$ cat src/shared/tc_map.svh
// Register offsets, field positions and reset values of the timer pair.
// Assumes byte addresses on a 32-bit register bus, one register per word.
`ifndef TC_MAP_SVH
`define TC_MAP_SVH

// ********************************************************
// Offsets
// ********************************************************
`define TC_ADDR_W 8
`define TC_OFS_CONTROL 8'h88
`define TC_OFS_MODE 8'h8C
`define TC_OFS_COUNT_ZERO 8'h90
`define TC_OFS_COUNT_ONE 8'h94

// ********************************************************
// Control register fields
// ********************************************************
`define TC_CTL_OVF_ONE 7
`define TC_CTL_RUN_ONE 6
`define TC_CTL_OVF_ZERO 5
`define TC_CTL_RUN_ZERO 4
`define TC_CTL_EXT_ONE 3
`define TC_CTL_TRIG_ONE 2
`define TC_CTL_EXT_ZERO 1
`define TC_CTL_TRIG_ZERO 0

// ********************************************************
// Mode register fields
// ********************************************************
`define TC_MOD_GATE_ONE 7
`define TC_MOD_CSEL_ONE 6
`define TC_MOD_MODE_ONE_HI 5
`define TC_MOD_MODE_ONE_LO 4
`define TC_MOD_GATE_ZERO 3
`define TC_MOD_CSEL_ZERO 2
`define TC_MOD_MODE_ZERO_HI 1
`define TC_MOD_MODE_ZERO_LO 0

// ********************************************************
// Reset values and bus answers
// ********************************************************
`define TC_RST_CONTROL 8'h00
`define TC_RST_MODE 8'h00
`define TC_RST_BYTE 8'h00
`define TC_BYTE_ALL_ONES 8'hFF
`define TC_RESP_OKAY 2'b00
`define TC_RESP_SLVERR 2'b10

`endif

$ cat src/shared/tc_pkg.sv
// Types shared by the timer pair and its helpers.
// Assumes the field layout of tc_map.svh.
package tc_pkg;
  typedef logic [7:0] byte_t;
  typedef enum logic [1:0] {
    MODE_PRESCALE,
    MODE_CASCADE,
    MODE_RELOAD,
    MODE_SPLIT
  } timer_mode_t;
endpackage

$ cat src/core/dual_timer_counter_control.sv
// Two 16-bit timer/counters with external request flags, AXI4-Lite slave.
// Assumes pins synchronous to i_clk_sys and one-cycle vector acknowledges.
//
// Functional notes
// Gate one set: timer one runs only while request pin one high and run.
// Gate zero set: timer zero needs pin zero high; clear: run bit alone.
// Mode bit 6 picks timer one source: count pin one or system clock.
// Mode bit 2 picks timer zero source: count pin zero or system clock.
// Mode 00: high byte counts, low five bits prescale ahead of it.
// Mode 01: high and low bytes form one 16-bit counter.
// Mode 10: low byte counts and reloads from high byte on overflow.
// Mode 11 on timer one stops timer one.
// Mode 11 on timer zero: low byte is an independent 8-bit counter.
// Timer zero mode 11: high byte times clocks under timer one controls.
// Control bit 7 set on timer one overflow, cleared on vectoring.
// Control bit 5 set on timer zero overflow, cleared on vectoring.
// Control bit 6 starts and stops timer one.
// Control bit 4 starts and stops timer zero.
// Control bit 3: request one flag, set by falling edge or low level.
// Control bit 2: trigger type one, 1 edge, 0 low level.
// Control bit 1: request zero flag, set by edge or level per bit 0.
// Control bit 0: trigger type zero, 1 edge, 0 low level.
// Edge flag cleared on vectoring; level flag follows the pin.
// Timer function increments once per core clock.
// Counter function counts a high sample followed by a low sample.
// Count pin drivers hold each level at least one clock.
`timescale 1ns/1ps
`include "tc_map.svh"
module dual_timer_counter_control import tc_pkg::*; (
  // Clock and reset
  input wire logic i_clk_sys,
  input wire logic i_rst_n,
  // AXI4-Lite write
  input wire logic [`TC_ADDR_W-1:0] i_awaddr,
  input wire logic i_awvalid,
  output logic o_awready,
  input wire logic [31:0] i_wdata,
  input wire logic [3:0] i_wstrb,
  input wire logic i_wvalid,
  output logic o_wready,
  output logic [1:0] o_bresp,
  output logic o_bvalid,
  input wire logic i_bready,
  // AXI4-Lite read
  input wire logic [`TC_ADDR_W-1:0] i_araddr,
  input wire logic i_arvalid,
  output logic o_arready,
  output logic [31:0] o_rdata,
  output logic [1:0] o_rresp,
  output logic o_rvalid,
  input wire logic i_rready,
  // Pins
  input wire logic i_count_pin_zero,
  input wire logic i_count_pin_one,
  input wire logic i_ext_request_pin_zero,
  input wire logic i_ext_request_pin_one,
  // Vector acknowledges from the interrupt logic
  input wire logic i_vec_ack_overflow_zero,
  input wire logic i_vec_ack_overflow_one,
  input wire logic i_vec_ack_ext_zero,
  input wire logic i_vec_ack_ext_one,
  // Request flags
  output logic o_overflow_flag_zero,
  output logic o_overflow_flag_one,
  output logic o_ext_request_flag_zero,
  output logic o_ext_request_flag_one
);
  // ********************************************************
  // Count step
  // ********************************************************
  // Returns {overflow, high, low} after one count in the given mode
  function automatic logic [16:0] step(input timer_mode_t m, input byte_t th,
                                       input byte_t tl);
    logic [13:0] s13;
    logic [16:0] s16;
    logic [8:0] s8;
    s13 = {1'b0, th, tl[4:0]} + 14'h0001;
    s16 = {1'b0, th, tl} + 17'h0_0001;
    s8 = {1'b0, tl} + 9'h001;
    unique case (m)
      MODE_PRESCALE: step = {s13[13], s13[12:5], tl[7:5], s13[4:0]};
      MODE_CASCADE: step = s16;
      MODE_RELOAD: step = {s8[8], th, s8[8] ? th : s8[7:0]};
      MODE_SPLIT: step = {s8[8], th, s8[7:0]};
    endcase
  endfunction

  // ********************************************************
  // Registers
  // ********************************************************
  byte_t mode_cfg, th_zero, tl_zero, th_one, tl_one;
  logic run_bit_zero, run_bit_one, trigger_type_zero, trigger_type_one;
  timer_mode_t mode_zero, mode_one;
  logic tick_zero, tick_one, tick_th_split;
  logic [16:0] next_zero, next_one;
  logic set_ovf_zero, set_ovf_one;
  assign mode_zero = timer_mode_t'(mode_cfg[`TC_MOD_MODE_ZERO_HI:`TC_MOD_MODE_ZERO_LO]);
  assign mode_one = timer_mode_t'(mode_cfg[`TC_MOD_MODE_ONE_HI:`TC_MOD_MODE_ONE_LO]);

  // ********************************************************
  // Bus slave
  // ********************************************************
  logic [`TC_ADDR_W-1:0] wr_addr;
  logic [31:0] wr_data, rd_word;
  logic [3:0] wr_strb;
  logic do_wr, wr_ctl, wr_mod, wr_cnt_zero, wr_cnt_one, rd_hit;
  assign do_wr = !o_awready && !o_wready && !o_bvalid;
  assign wr_ctl = do_wr && wr_addr == `TC_OFS_CONTROL && wr_strb[0];
  assign wr_mod = do_wr && wr_addr == `TC_OFS_MODE && wr_strb[0];
  assign wr_cnt_zero = do_wr && wr_addr == `TC_OFS_COUNT_ZERO;
  assign wr_cnt_one = do_wr && wr_addr == `TC_OFS_COUNT_ONE;

  always_ff @(posedge i_clk_sys or negedge i_rst_n) begin
    if (!i_rst_n) begin
      o_awready <= 1'b1;
      o_wready <= 1'b1;
      o_bvalid <= 1'b0;
      o_bresp <= `TC_RESP_OKAY;
      wr_addr <= '0;
      wr_data <= '0;
      wr_strb <= '0;
    end else begin
      if (o_awready && i_awvalid) begin
        o_awready <= 1'b0;
        wr_addr <= i_awaddr;
      end
      if (o_wready && i_wvalid) begin
        o_wready <= 1'b0;
        wr_data <= i_wdata;
        wr_strb <= i_wstrb;
      end
      if (do_wr) begin
        o_bvalid <= 1'b1;
        o_bresp <= (wr_addr == `TC_OFS_CONTROL || wr_addr == `TC_OFS_MODE ||
                    wr_addr == `TC_OFS_COUNT_ZERO || wr_addr == `TC_OFS_COUNT_ONE)
                   ? `TC_RESP_OKAY : `TC_RESP_SLVERR;
      end else if (o_bvalid && i_bready) begin
        o_bvalid <= 1'b0;
        o_awready <= 1'b1;
        o_wready <= 1'b1;
      end
    end
  end

  always_comb begin
    rd_hit = 1'b1;
    unique case (i_araddr)
      `TC_OFS_CONTROL: rd_word = {24'h00_0000, o_overflow_flag_one, run_bit_one,
                                  o_overflow_flag_zero, run_bit_zero,
                                  o_ext_request_flag_one, trigger_type_one,
                                  o_ext_request_flag_zero, trigger_type_zero};
      `TC_OFS_MODE: rd_word = {24'h00_0000, mode_cfg};
      `TC_OFS_COUNT_ZERO: rd_word = {16'h0000, th_zero, tl_zero};
      `TC_OFS_COUNT_ONE: rd_word = {16'h0000, th_one, tl_one};
      default: begin
        rd_word = 32'h0000_0000;
        rd_hit = 1'b0;
      end
    endcase
  end

  always_ff @(posedge i_clk_sys or negedge i_rst_n) begin
    if (!i_rst_n) begin
      o_arready <= 1'b1;
      o_rvalid <= 1'b0;
      o_rdata <= 32'h0000_0000;
      o_rresp <= `TC_RESP_OKAY;
    end else if (o_arready && i_arvalid) begin
      o_arready <= 1'b0;
      o_rvalid <= 1'b1;
      o_rdata <= rd_word;
      o_rresp <= rd_hit ? `TC_RESP_OKAY : `TC_RESP_SLVERR;
    end else if (o_rvalid && i_rready) begin
      o_rvalid <= 1'b0;
      o_arready <= 1'b1;
    end
  end

  // ********************************************************
  // Configuration and run bits
  // ********************************************************
  always_ff @(posedge i_clk_sys or negedge i_rst_n) begin
    if (!i_rst_n) begin
      mode_cfg <= `TC_RST_MODE;
    end else if (wr_mod) begin
      mode_cfg <= wr_data[7:0];
    end
  end

  always_ff @(posedge i_clk_sys or negedge i_rst_n) begin
    if (!i_rst_n) begin
      run_bit_zero <= 1'b0;
      run_bit_one <= 1'b0;
      trigger_type_zero <= 1'b0;
      trigger_type_one <= 1'b0;
    end else if (wr_ctl) begin
      run_bit_one <= wr_data[`TC_CTL_RUN_ONE];
      run_bit_zero <= wr_data[`TC_CTL_RUN_ZERO];
      trigger_type_one <= wr_data[`TC_CTL_TRIG_ONE];
      trigger_type_zero <= wr_data[`TC_CTL_TRIG_ZERO];
    end
  end

  // ********************************************************
  // Count enables
  // ********************************************************
  count_source u_src_zero (
    .i_clk_sys(i_clk_sys),
    .i_rst_n(i_rst_n),
    .i_count_pin(i_count_pin_zero),
    .i_gate_pin(i_ext_request_pin_zero),
    .i_run(run_bit_zero),
    .i_gate_en(mode_cfg[`TC_MOD_GATE_ZERO]),
    .i_counter_sel(mode_cfg[`TC_MOD_CSEL_ZERO]),
    .o_tick(tick_zero)
  );
  count_source u_src_one (
    .i_clk_sys(i_clk_sys),
    .i_rst_n(i_rst_n),
    .i_count_pin(i_count_pin_one),
    .i_gate_pin(i_ext_request_pin_one),
    .i_run(run_bit_one),
    .i_gate_en(mode_cfg[`TC_MOD_GATE_ONE]),
    .i_counter_sel(mode_cfg[`TC_MOD_CSEL_ONE]),
    .o_tick(tick_one)
  );
  // Split high byte counts clocks on the run bit of timer one alone
  assign tick_th_split = mode_zero == MODE_SPLIT && run_bit_one;
  assign next_zero = step(mode_zero, th_zero, tl_zero);
  assign next_one = step(mode_one, th_one, tl_one);

  // ********************************************************
  // Counters
  // ********************************************************
  always_ff @(posedge i_clk_sys or negedge i_rst_n) begin
    if (!i_rst_n) begin
      th_zero <= `TC_RST_BYTE;
      tl_zero <= `TC_RST_BYTE;
    end else if (wr_cnt_zero) begin
      if (wr_strb[0]) tl_zero <= wr_data[7:0];
      if (wr_strb[1]) th_zero <= wr_data[15:8];
    end else begin
      if (tick_zero) begin
        tl_zero <= next_zero[7:0];
        if (mode_zero != MODE_SPLIT) th_zero <= next_zero[15:8];
      end
      if (tick_th_split) th_zero <= th_zero + 8'h01;
    end
  end
  always_ff @(posedge i_clk_sys or negedge i_rst_n) begin
    if (!i_rst_n) begin
      th_one <= `TC_RST_BYTE;
      tl_one <= `TC_RST_BYTE;
    end else if (wr_cnt_one) begin
      if (wr_strb[0]) tl_one <= wr_data[7:0];
      if (wr_strb[1]) th_one <= wr_data[15:8];
    end else if (tick_one && mode_one != MODE_SPLIT) begin
      {th_one, tl_one} <= next_one[15:0];
    end
  end

  // ********************************************************
  // Overflow flags
  // ********************************************************
  assign set_ovf_zero = tick_zero && next_zero[16] && !wr_cnt_zero;
  assign set_ovf_one = (mode_zero == MODE_SPLIT)
                       ? (tick_th_split && th_zero == `TC_BYTE_ALL_ONES && !wr_cnt_zero)
                       : (tick_one && next_one[16] && mode_one != MODE_SPLIT && !wr_cnt_one);
  always_ff @(posedge i_clk_sys or negedge i_rst_n) begin
    if (!i_rst_n) begin
      o_overflow_flag_zero <= 1'b0;
    end else if (set_ovf_zero) begin
      o_overflow_flag_zero <= 1'b1;
    end else if (wr_ctl) begin
      o_overflow_flag_zero <= wr_data[`TC_CTL_OVF_ZERO];
    end else if (i_vec_ack_overflow_zero) begin
      o_overflow_flag_zero <= 1'b0;
    end
  end

  always_ff @(posedge i_clk_sys or negedge i_rst_n) begin
    if (!i_rst_n) begin
      o_overflow_flag_one <= 1'b0;
    end else if (set_ovf_one) begin
      o_overflow_flag_one <= 1'b1;
    end else if (wr_ctl) begin
      o_overflow_flag_one <= wr_data[`TC_CTL_OVF_ONE];
    end else if (i_vec_ack_overflow_one) begin
      o_overflow_flag_one <= 1'b0;
    end
  end

  // ********************************************************
  // External request flags
  // ********************************************************
  ext_request_unit u_ext_zero (
    .i_clk_sys(i_clk_sys),
    .i_rst_n(i_rst_n),
    .i_pin(i_ext_request_pin_zero),
    .i_trig_edge(trigger_type_zero),
    .i_vec_ack(i_vec_ack_ext_zero),
    .i_sw_we(wr_ctl),
    .i_sw_val(wr_data[`TC_CTL_EXT_ZERO]),
    .o_flag(o_ext_request_flag_zero)
  );
  ext_request_unit u_ext_one (
    .i_clk_sys(i_clk_sys),
    .i_rst_n(i_rst_n),
    .i_pin(i_ext_request_pin_one),
    .i_trig_edge(trigger_type_one),
    .i_vec_ack(i_vec_ack_ext_one),
    .i_sw_we(wr_ctl),
    .i_sw_val(wr_data[`TC_CTL_EXT_ONE]),
    .o_flag(o_ext_request_flag_one)
  );
endmodule

$ cat src/core/ext_request_unit.sv
// One external request flag with edge or low-level detection.
// Assumes the pin is synchronous to the system clock.
`timescale 1ns/1ps
module ext_request_unit (
  // Clock and reset
  input wire logic i_clk_sys,
  input wire logic i_rst_n,
  // Pin and configuration
  input wire logic i_pin,
  input wire logic i_trig_edge,
  // Vector acknowledge and software write
  input wire logic i_vec_ack,
  input wire logic i_sw_we,
  input wire logic i_sw_val,
  // Flag
  output logic o_flag
);
  logic pin_prev;
  logic fall;

  always_ff @(posedge i_clk_sys or negedge i_rst_n) begin
    if (!i_rst_n) begin
      pin_prev <= 1'b1;
    end else begin
      pin_prev <= i_pin;
    end
  end

  assign fall = pin_prev & ~i_pin;

  always_ff @(posedge i_clk_sys or negedge i_rst_n) begin
    if (!i_rst_n) begin
      o_flag <= 1'b0;
    end else if (!i_trig_edge) begin
      o_flag <= ~i_pin;
    end else if (fall) begin
      o_flag <= 1'b1;
    end else if (i_sw_we) begin
      o_flag <= i_sw_val;
    end else if (i_vec_ack) begin
      o_flag <= 1'b0;
    end
  end
endmodule

$ cat src/core/count_source.sv
// Count enable of one timer: gating, run bit and timer/counter source.
// Assumes the pins are synchronous to the system clock.
`timescale 1ns/1ps
module count_source (
  // Clock and reset
  input wire logic i_clk_sys,
  input wire logic i_rst_n,
  // Pins
  input wire logic i_count_pin,
  input wire logic i_gate_pin,
  // Configuration
  input wire logic i_run,
  input wire logic i_gate_en,
  input wire logic i_counter_sel,
  // Count enable
  output logic o_tick
);
  logic count_prev;
  logic count_evt;

  always_ff @(posedge i_clk_sys or negedge i_rst_n) begin
    if (!i_rst_n) begin
      count_prev <= 1'b0;
    end else begin
      count_prev <= i_count_pin;
    end
  end

  // High in one sample, low in the next
  assign count_evt = count_prev & ~i_count_pin;
  assign o_tick = i_run & (~i_gate_en | i_gate_pin)
                  & (i_counter_sel ? count_evt : 1'b1);
endmodule

$ cat config.mk
export PLATFORM = sky130hd
export DESIGN_NAME = dual_timer_counter_control
export DESIGN_NICKNAME = d
export VERILOG_FILES = /design/src/shared/tc_pkg.sv /design/src/core/dual_timer_counter_control.sv /design/src/core/ext_request_unit.sv /design/src/core/count_source.sv
export VERILOG_INCLUDE_DIRS = /design/src /design/src/shared
export SDC_FILE = /design/constraint.sdc
export NUM_CORES = 1
export LEC_CHECK = 0
export ABC_CLOCK_PERIOD_IN_PS = 5600
export BUFFER_PORTS_ARGS = -buffer_cell sky130_fd_sc_hd__buf_2
export CELL_PAD_IN_SITES_DETAIL_PLACEMENT = 1
export CELL_PAD_IN_SITES_GLOBAL_PLACEMENT = 2
export CORE_ASPECT_RATIO = 0.8
export CORE_MARGIN = 2
export CORE_UTILIZATION = 27
export CTS_BUF_LIST = sky130_fd_sc_hd__clkbuf_8
export DETAILED_ROUTE_END_ITERATION = 7
export PLACE_DENSITY = 0.73
export SYNTH_ARGS = -nofsm -noshare
export SYNTH_HDL_FRONTEND = slang
export SYNTH_SLANG_ARGS = --single-unit
$ cat constraint.sdc
create_clock -name i_clk_sys -period 5.6 [get_ports i_clk_sys]
set_input_delay 1.12 -clock i_clk_sys [delete_from_list [all_inputs] [get_ports i_clk_sys]]
set_output_delay 1.12 -clock i_clk_sys [all_outputs]
set_load 0.01 [all_outputs]
# Word level (Yosys, flattened, before mapping)
# Cells that the tools add are included.
word_totals:
  reg_bits: 119
  word_cells: 178
op_classes:
  add_sub_neg: 7
  eq_ne: 29
  n_mux: 49
  bitwise: 16
  n_reduce_logical: 47
ops:
  columns: ["op", "n"]
  rows:
  - ["one-hot mux 17 bit (4 select lines)", 2]
  - ["2-to-1 mux 8 bit", 14]
  - ["equality test 8 bit, second input constant", 9]
  - ["one-hot mux 16 bit (4 select lines)", 1]
  - ["adder 16 x 1 -> 17 bit, second input constant", 2]
  - ["2-to-1 mux 1 bit", 30]
  - ["adder 13 x 1 -> 14 bit, second input constant", 2]
  - ["logical AND 1 bit", 22]
  - ["!= test 2 bit, second input constant", 10]
  - ["adder 8 x 1 -> 9 bit, second input constant", 2]
  - ["nonzero test 3 bit", 4]
  - ["adder 8 x 1 -> 8 bit, second input constant", 1]
  - ["AND 1 bit", 8]
  - ["equality test 2 bit, second input constant", 4]
  - ["!= test 4 x 2 -> 1 bit, second input constant", 2]
  - ["nonzero test 2 bit", 4]
  - ["!= test 3 bit, second input constant", 2]
  - ["NOT 1 bit", 6]
  - ["AND reduction 3 bit", 2]
  - ["zero test 1 bit", 5]
  - ["AND reduction 5 bit", 1]
  - ["equality test 2 x 1 -> 1 bit, second input constant", 2]
  - ["zero test 2 bit", 2]
  - ["2-to-1 mux 2 bit", 2]
  - ["5 further kinds", 9]

# Logic depth before layout (Yosys ltp)
logic_depth:
  ltp_word: 9
  ltp_mapped: 8
  depth_no_buf: 6

# Cells and area by module
# A second synthesis with hierarchy kept.
unflattened:
  cells_unflattened: 631
  hier_area_um2: 5850.6
modules_own_cells:
  columns: ["mod", "instances", "cells_per_inst", "area_each_um2", "seq_area_each_um2"]
  rows:
  - ["dual_timer_counter_control", 1, 609, 5570.3, 2381.0]
  - ["ext_request_unit", 2, 6, 86.3, 51.3]
  - ["count_source", 2, 5, 53.8, 25.0]

# Worst setup path before layout
# OpenSTA, ideal clock, no wires.
synth_timing:
  kind: "input-to-reg"
  start: "input port i_araddr[1]"
  end: "register o_rdata[5]"
  setup_time_ns: 0.077
  arrival_ns: 2.648
  slack_ns: 2.875
  stages: 6
  n_path_buf: 2
  path_cell_list: "or4b_1 buf_2 nor4b_4 buf_2 a221oi_1 o21ai_1"
synth_via:
  elab_chain_len: 2
  elab_cells_between_ends: 5
  classes_between: "4 x eq/ne; 1 x mux"
synth_lines:
  columns: ["element", "line", "source"]
  rows:
  - ["from (decl)", "dual_timer_counter_control.sv:45", "input wire logic [`TC_ADDR_W-1:0] i_araddr,"]
  - ["equality test 8 bit", "dual_timer_counter_control.sv:147", "unique case (i_araddr)"]
  - ["one-hot mux 16 bit (4 select lines) *", "dual_timer_counter_control.sv:147", null]
  - ["to (signal assigned)", "dual_timer_counter_control.sv:171", "o_rdata <= rd_word;"]
  - ["to (decl)", "dual_timer_counter_control.sv:48", "output logic [31:0] o_rdata,"]
# Every way passes the cells marked *; elsewhere a longest branch is shown, timed or not.
# A chain may end at the register's enable or synchronous reset.

# Final worst setup path
layout_timing:
  start: "input port i_araddr[1]"
  end: "register o_rdata[6]"
# The elaborated chain is that of the path after synthesis.

==> flow_summary.ini <==
[synthesis]
async_flop_share = 1.00
syn_inst = 641
synth_area_mm2 = 0.00612
synth_edf_count = 0
yosysUniqueCellTypes = 75
synth_seq_cells = 101
seq_area_frac_synth = 0.414
post_synth.cell_area_avg_um2 = 9.55
synthFlopType = dfrtp_1
yosysWarningCount = 0

[cts]
insertion_delay_ns = 0.39
ctsHtreeMaxLevel = 3
clockBufferDepth = 2
cts_root_buf = clkbuf_8
cts_hold_buf = 0
cts_made_buffers = 9
cts_setup_buffers = 0
clk_pin_slew_ns = 0.10
cts_tree = built
ctsResizeCount = 0
clkSinkCount = 101

[final_layout]
fillers = 2629
antenna_cells = 0
final_cell_mix = dfrtp_1, buf_2, nand2_1
area_growth_pct = 11.9
drive_gt1_frac = 0.217
layout_commonest_cell = dfrtp_1
layout.nets = 762

[timing]
grt_setup_unrepaired = false
setup_viol = 0
relSlewSlack = 0.261
hold_viol_final = 0
worst_pin_slew_ns = 1.10
fmax_mhz = 317
layout_min_cycle_time_ns = 3.15
slew_violations = 0
post-route-period-util = 0.563
clock_skew_ns = 0.0144
setup_tns_ns = 0

[die]
core_mm2 = 0.0224
die_y_um = 139
initial_core_util = 0.274
die_x_um = 172
dieArea_mm2 = 0.0239
row_count = 49
io_pins = 112

[pwr]
p_seq_frac = 0.515
switching_share = 0.416
p_switching_uw = 981
leakage_nw = 2.79
ir_worst_vdd_mv = 0.188
power.density_mw_per_mm2 = 344
internal_power_mw = 1.38
pwr-share-comb = 0.283
finalPower_mw = 2.36
p_clk_frac = 0.202

[routing]
wirelength_um = 21100
drt_iter0_markers = 372
wl_per_cell_um = 21.0
drc = 0
detail-route-antenna-nets = 0
vias_per_cell = 5.49
vias = 5505
drt_first_pass_iters = 5

[worst_setup_path]
reg2reg_from = wr_addr[0]$_DFFE_PN0P_
crit_path_end = o_rdata[6]$_DFFE_PN0P_
start_kind = input port
critical_path_arrival_ns = 3.46
r2r_end = tl_one[6]$_DFFE_PN0P_
cp_top_family = simple AND/OR/NAND/NOR gates
critPathMaxFanout = 16
criticalPathCategory = in2reg
path_depth = 6
cp_num_buf_inv = 1
crit_start = i_araddr[1]
worst_path_largest_cell_delay_ns = 0.98
critPathRequiredTime_ns = 5.91
critPathCaptureType = register
cp_slowest_cell = nor4b_4
r2r_setup_slack_ns = 2.71
reg2regPathDepth = 5
crit_path_cell_trace = buf_2 -> or4b_1 -> nor4b_4 -> a22o_1 -> a221oi_1 -> o21ai_1

[outcome]
outcome = finished, final reports clean

[placement]
dp.final_hpwl_um = 15700
io_buffers = 75
place_congestion = 0.853

[run]
drv_cap = 0

[global_route]
grt_first_pass_wirelength_um = 32900
grt_max_degree = 60
gr-total-overflow = 0
antenna_found_initial = 0
gr-usage-all-layers = 0.178
first_global_vias = 5519

[min_path]
hp-class = reg2reg
## synthesized netlist by cell type, types with 5 or more instances
library cell	instances	share of area
dfrtp_1	96	0.39
nand2_1	55	0.034
nor2_1	37	0.023
mux2_2	35	0.064
o21ai_1	31	0.025
o21ai_0	24	0.020
inv_1	23	0.014
clkbuf_1	22	0.013
buf_4	21	0.026
a21oi_1	19	0.016
nand3_1	18	0.015
a22o_1	16	0.023
nand4_1	15	0.015
nor3_1	14	0.011
mux2i_1	13	0.021
and3_1	12	0.012
a22oi_1	11	0.013
a221oi_1	9	0.013
buf_2	9	0.0074
o31ai_1	9	0.011
a31oi_1	8	0.0082
o41ai_1	7	0.010
nor2b_1	6	0.0061
o22ai_1	6	0.0061
a211oi_1	5	0.0061
dfstp_2	5	0.021
mux2_1	5	0.0092
nand2b_1	5	0.0051
o211ai_1	5	0.0061
or3_1	5	0.0051
xnor2_1	5	0.0071
## per-stage QoR
stage	util	worst slack, ns	area [um^2]	cells	hold slack (ns)
after floorplan	-	2.88	6190	658	0.478
after global placement	0.298	2.16	6660	987	0.472
after detailed placement	0.298	2.09	6660	987	0.476
after CTS	0.306	2.51	6850	1003	0.511
after global routing	0.306	2.32	6850	1003	0.528
final	0.306	2.45	6850	1003	0.504
## area by class of cell
| type | count | area (um^2) | share of cell area |
|---|---|---|---|
| multi-input combinational | 477 | 3240 | 0.473 |
| sequential | 101 | 2530 | 0.370 |
| timing repair buffer | 80 | 415 | 0.0606 |
| tap | 306 | 383 | 0.0559 |
| clock buffer | 9 | 124 | 0.0181 |
| inverter | 23 | 86.3 | 0.0126 |
| clock inverter | 7 | 67.6 | 0.00986 |
## worst reg2reg max path, stage by stage, from the launching register on
cell and delay, ns:
dfrtp_1 0.41, nor4b_2 0.62, and3_1 0.71, a2111o_1 0.53
o21ai_2 0.17, mux2_1 0.33
## worst min-delay path by stage
stage,start,to,cells after the start
global route,o_arready$_DFFE_PN1P_,o_arready$_DFFE_PN1P_,1
global placement,o_bresp[1]$_DFFE_PN0P_,o_bresp[1]$_DFFE_PN0P_,2
finish,o_rdata[7]$_DFFE_PN0P_,o_rdata[7]$_DFFE_PN0P_,2
detailed placement,o_bresp[1]$_DFFE_PN0P_,o_bresp[1]$_DFFE_PN0P_,2
CTS,o_rdata[7]$_DFFE_PN0P_,o_rdata[7]$_DFFE_PN0P_,2
floorplan,mode_cfg[7]$_DFFE_PN0P_,mode_cfg[7]$_DFFE_PN0P_,2
## layer usage
layer  GRT usage  wire length [um]  vias to the layer above
met5           0                 0                        -
met4      0.0389               263                        0
met3      0.0308              1100                       19
met2       0.260              9050                      175
met1       0.272             10700                     2816
li1            -                 -                     2495
## state kept, by name, summed over array words and instances (netlist names), 2 cells and up
signal	flops
mode_cfg	8
o_rdata	16
th_one	8
th_zero	8
tl_one	8
tl_zero	8
wr_addr	8
wr_data	16
wr_strb	2
## power groups by stage
stage                     logic [mW]  clock network [mW]  registers, mW
after floorplan                0.547                   0           1.05
after global placement         0.636                   0           1.22
after detailed placement       0.662                   0           1.23
after CTS                      0.667               0.488           1.21
after global routing           0.736               0.515           1.24
final                          0.667               0.476           1.21
## cells by family after synthesis
family	after synthesis	share of synthesized area
DFF	101	0.414
muxes	53	0.0948
and+or+nand+nor	201	0.181
xor gates and xnor gates	6	0.00858
AOI/OAI and AO/OA	196	0.227
adders and majority gates	3	0.00613
buffers and inverters	80	0.0674
other	1	0.000612
(Power assumes the default switching activity.)
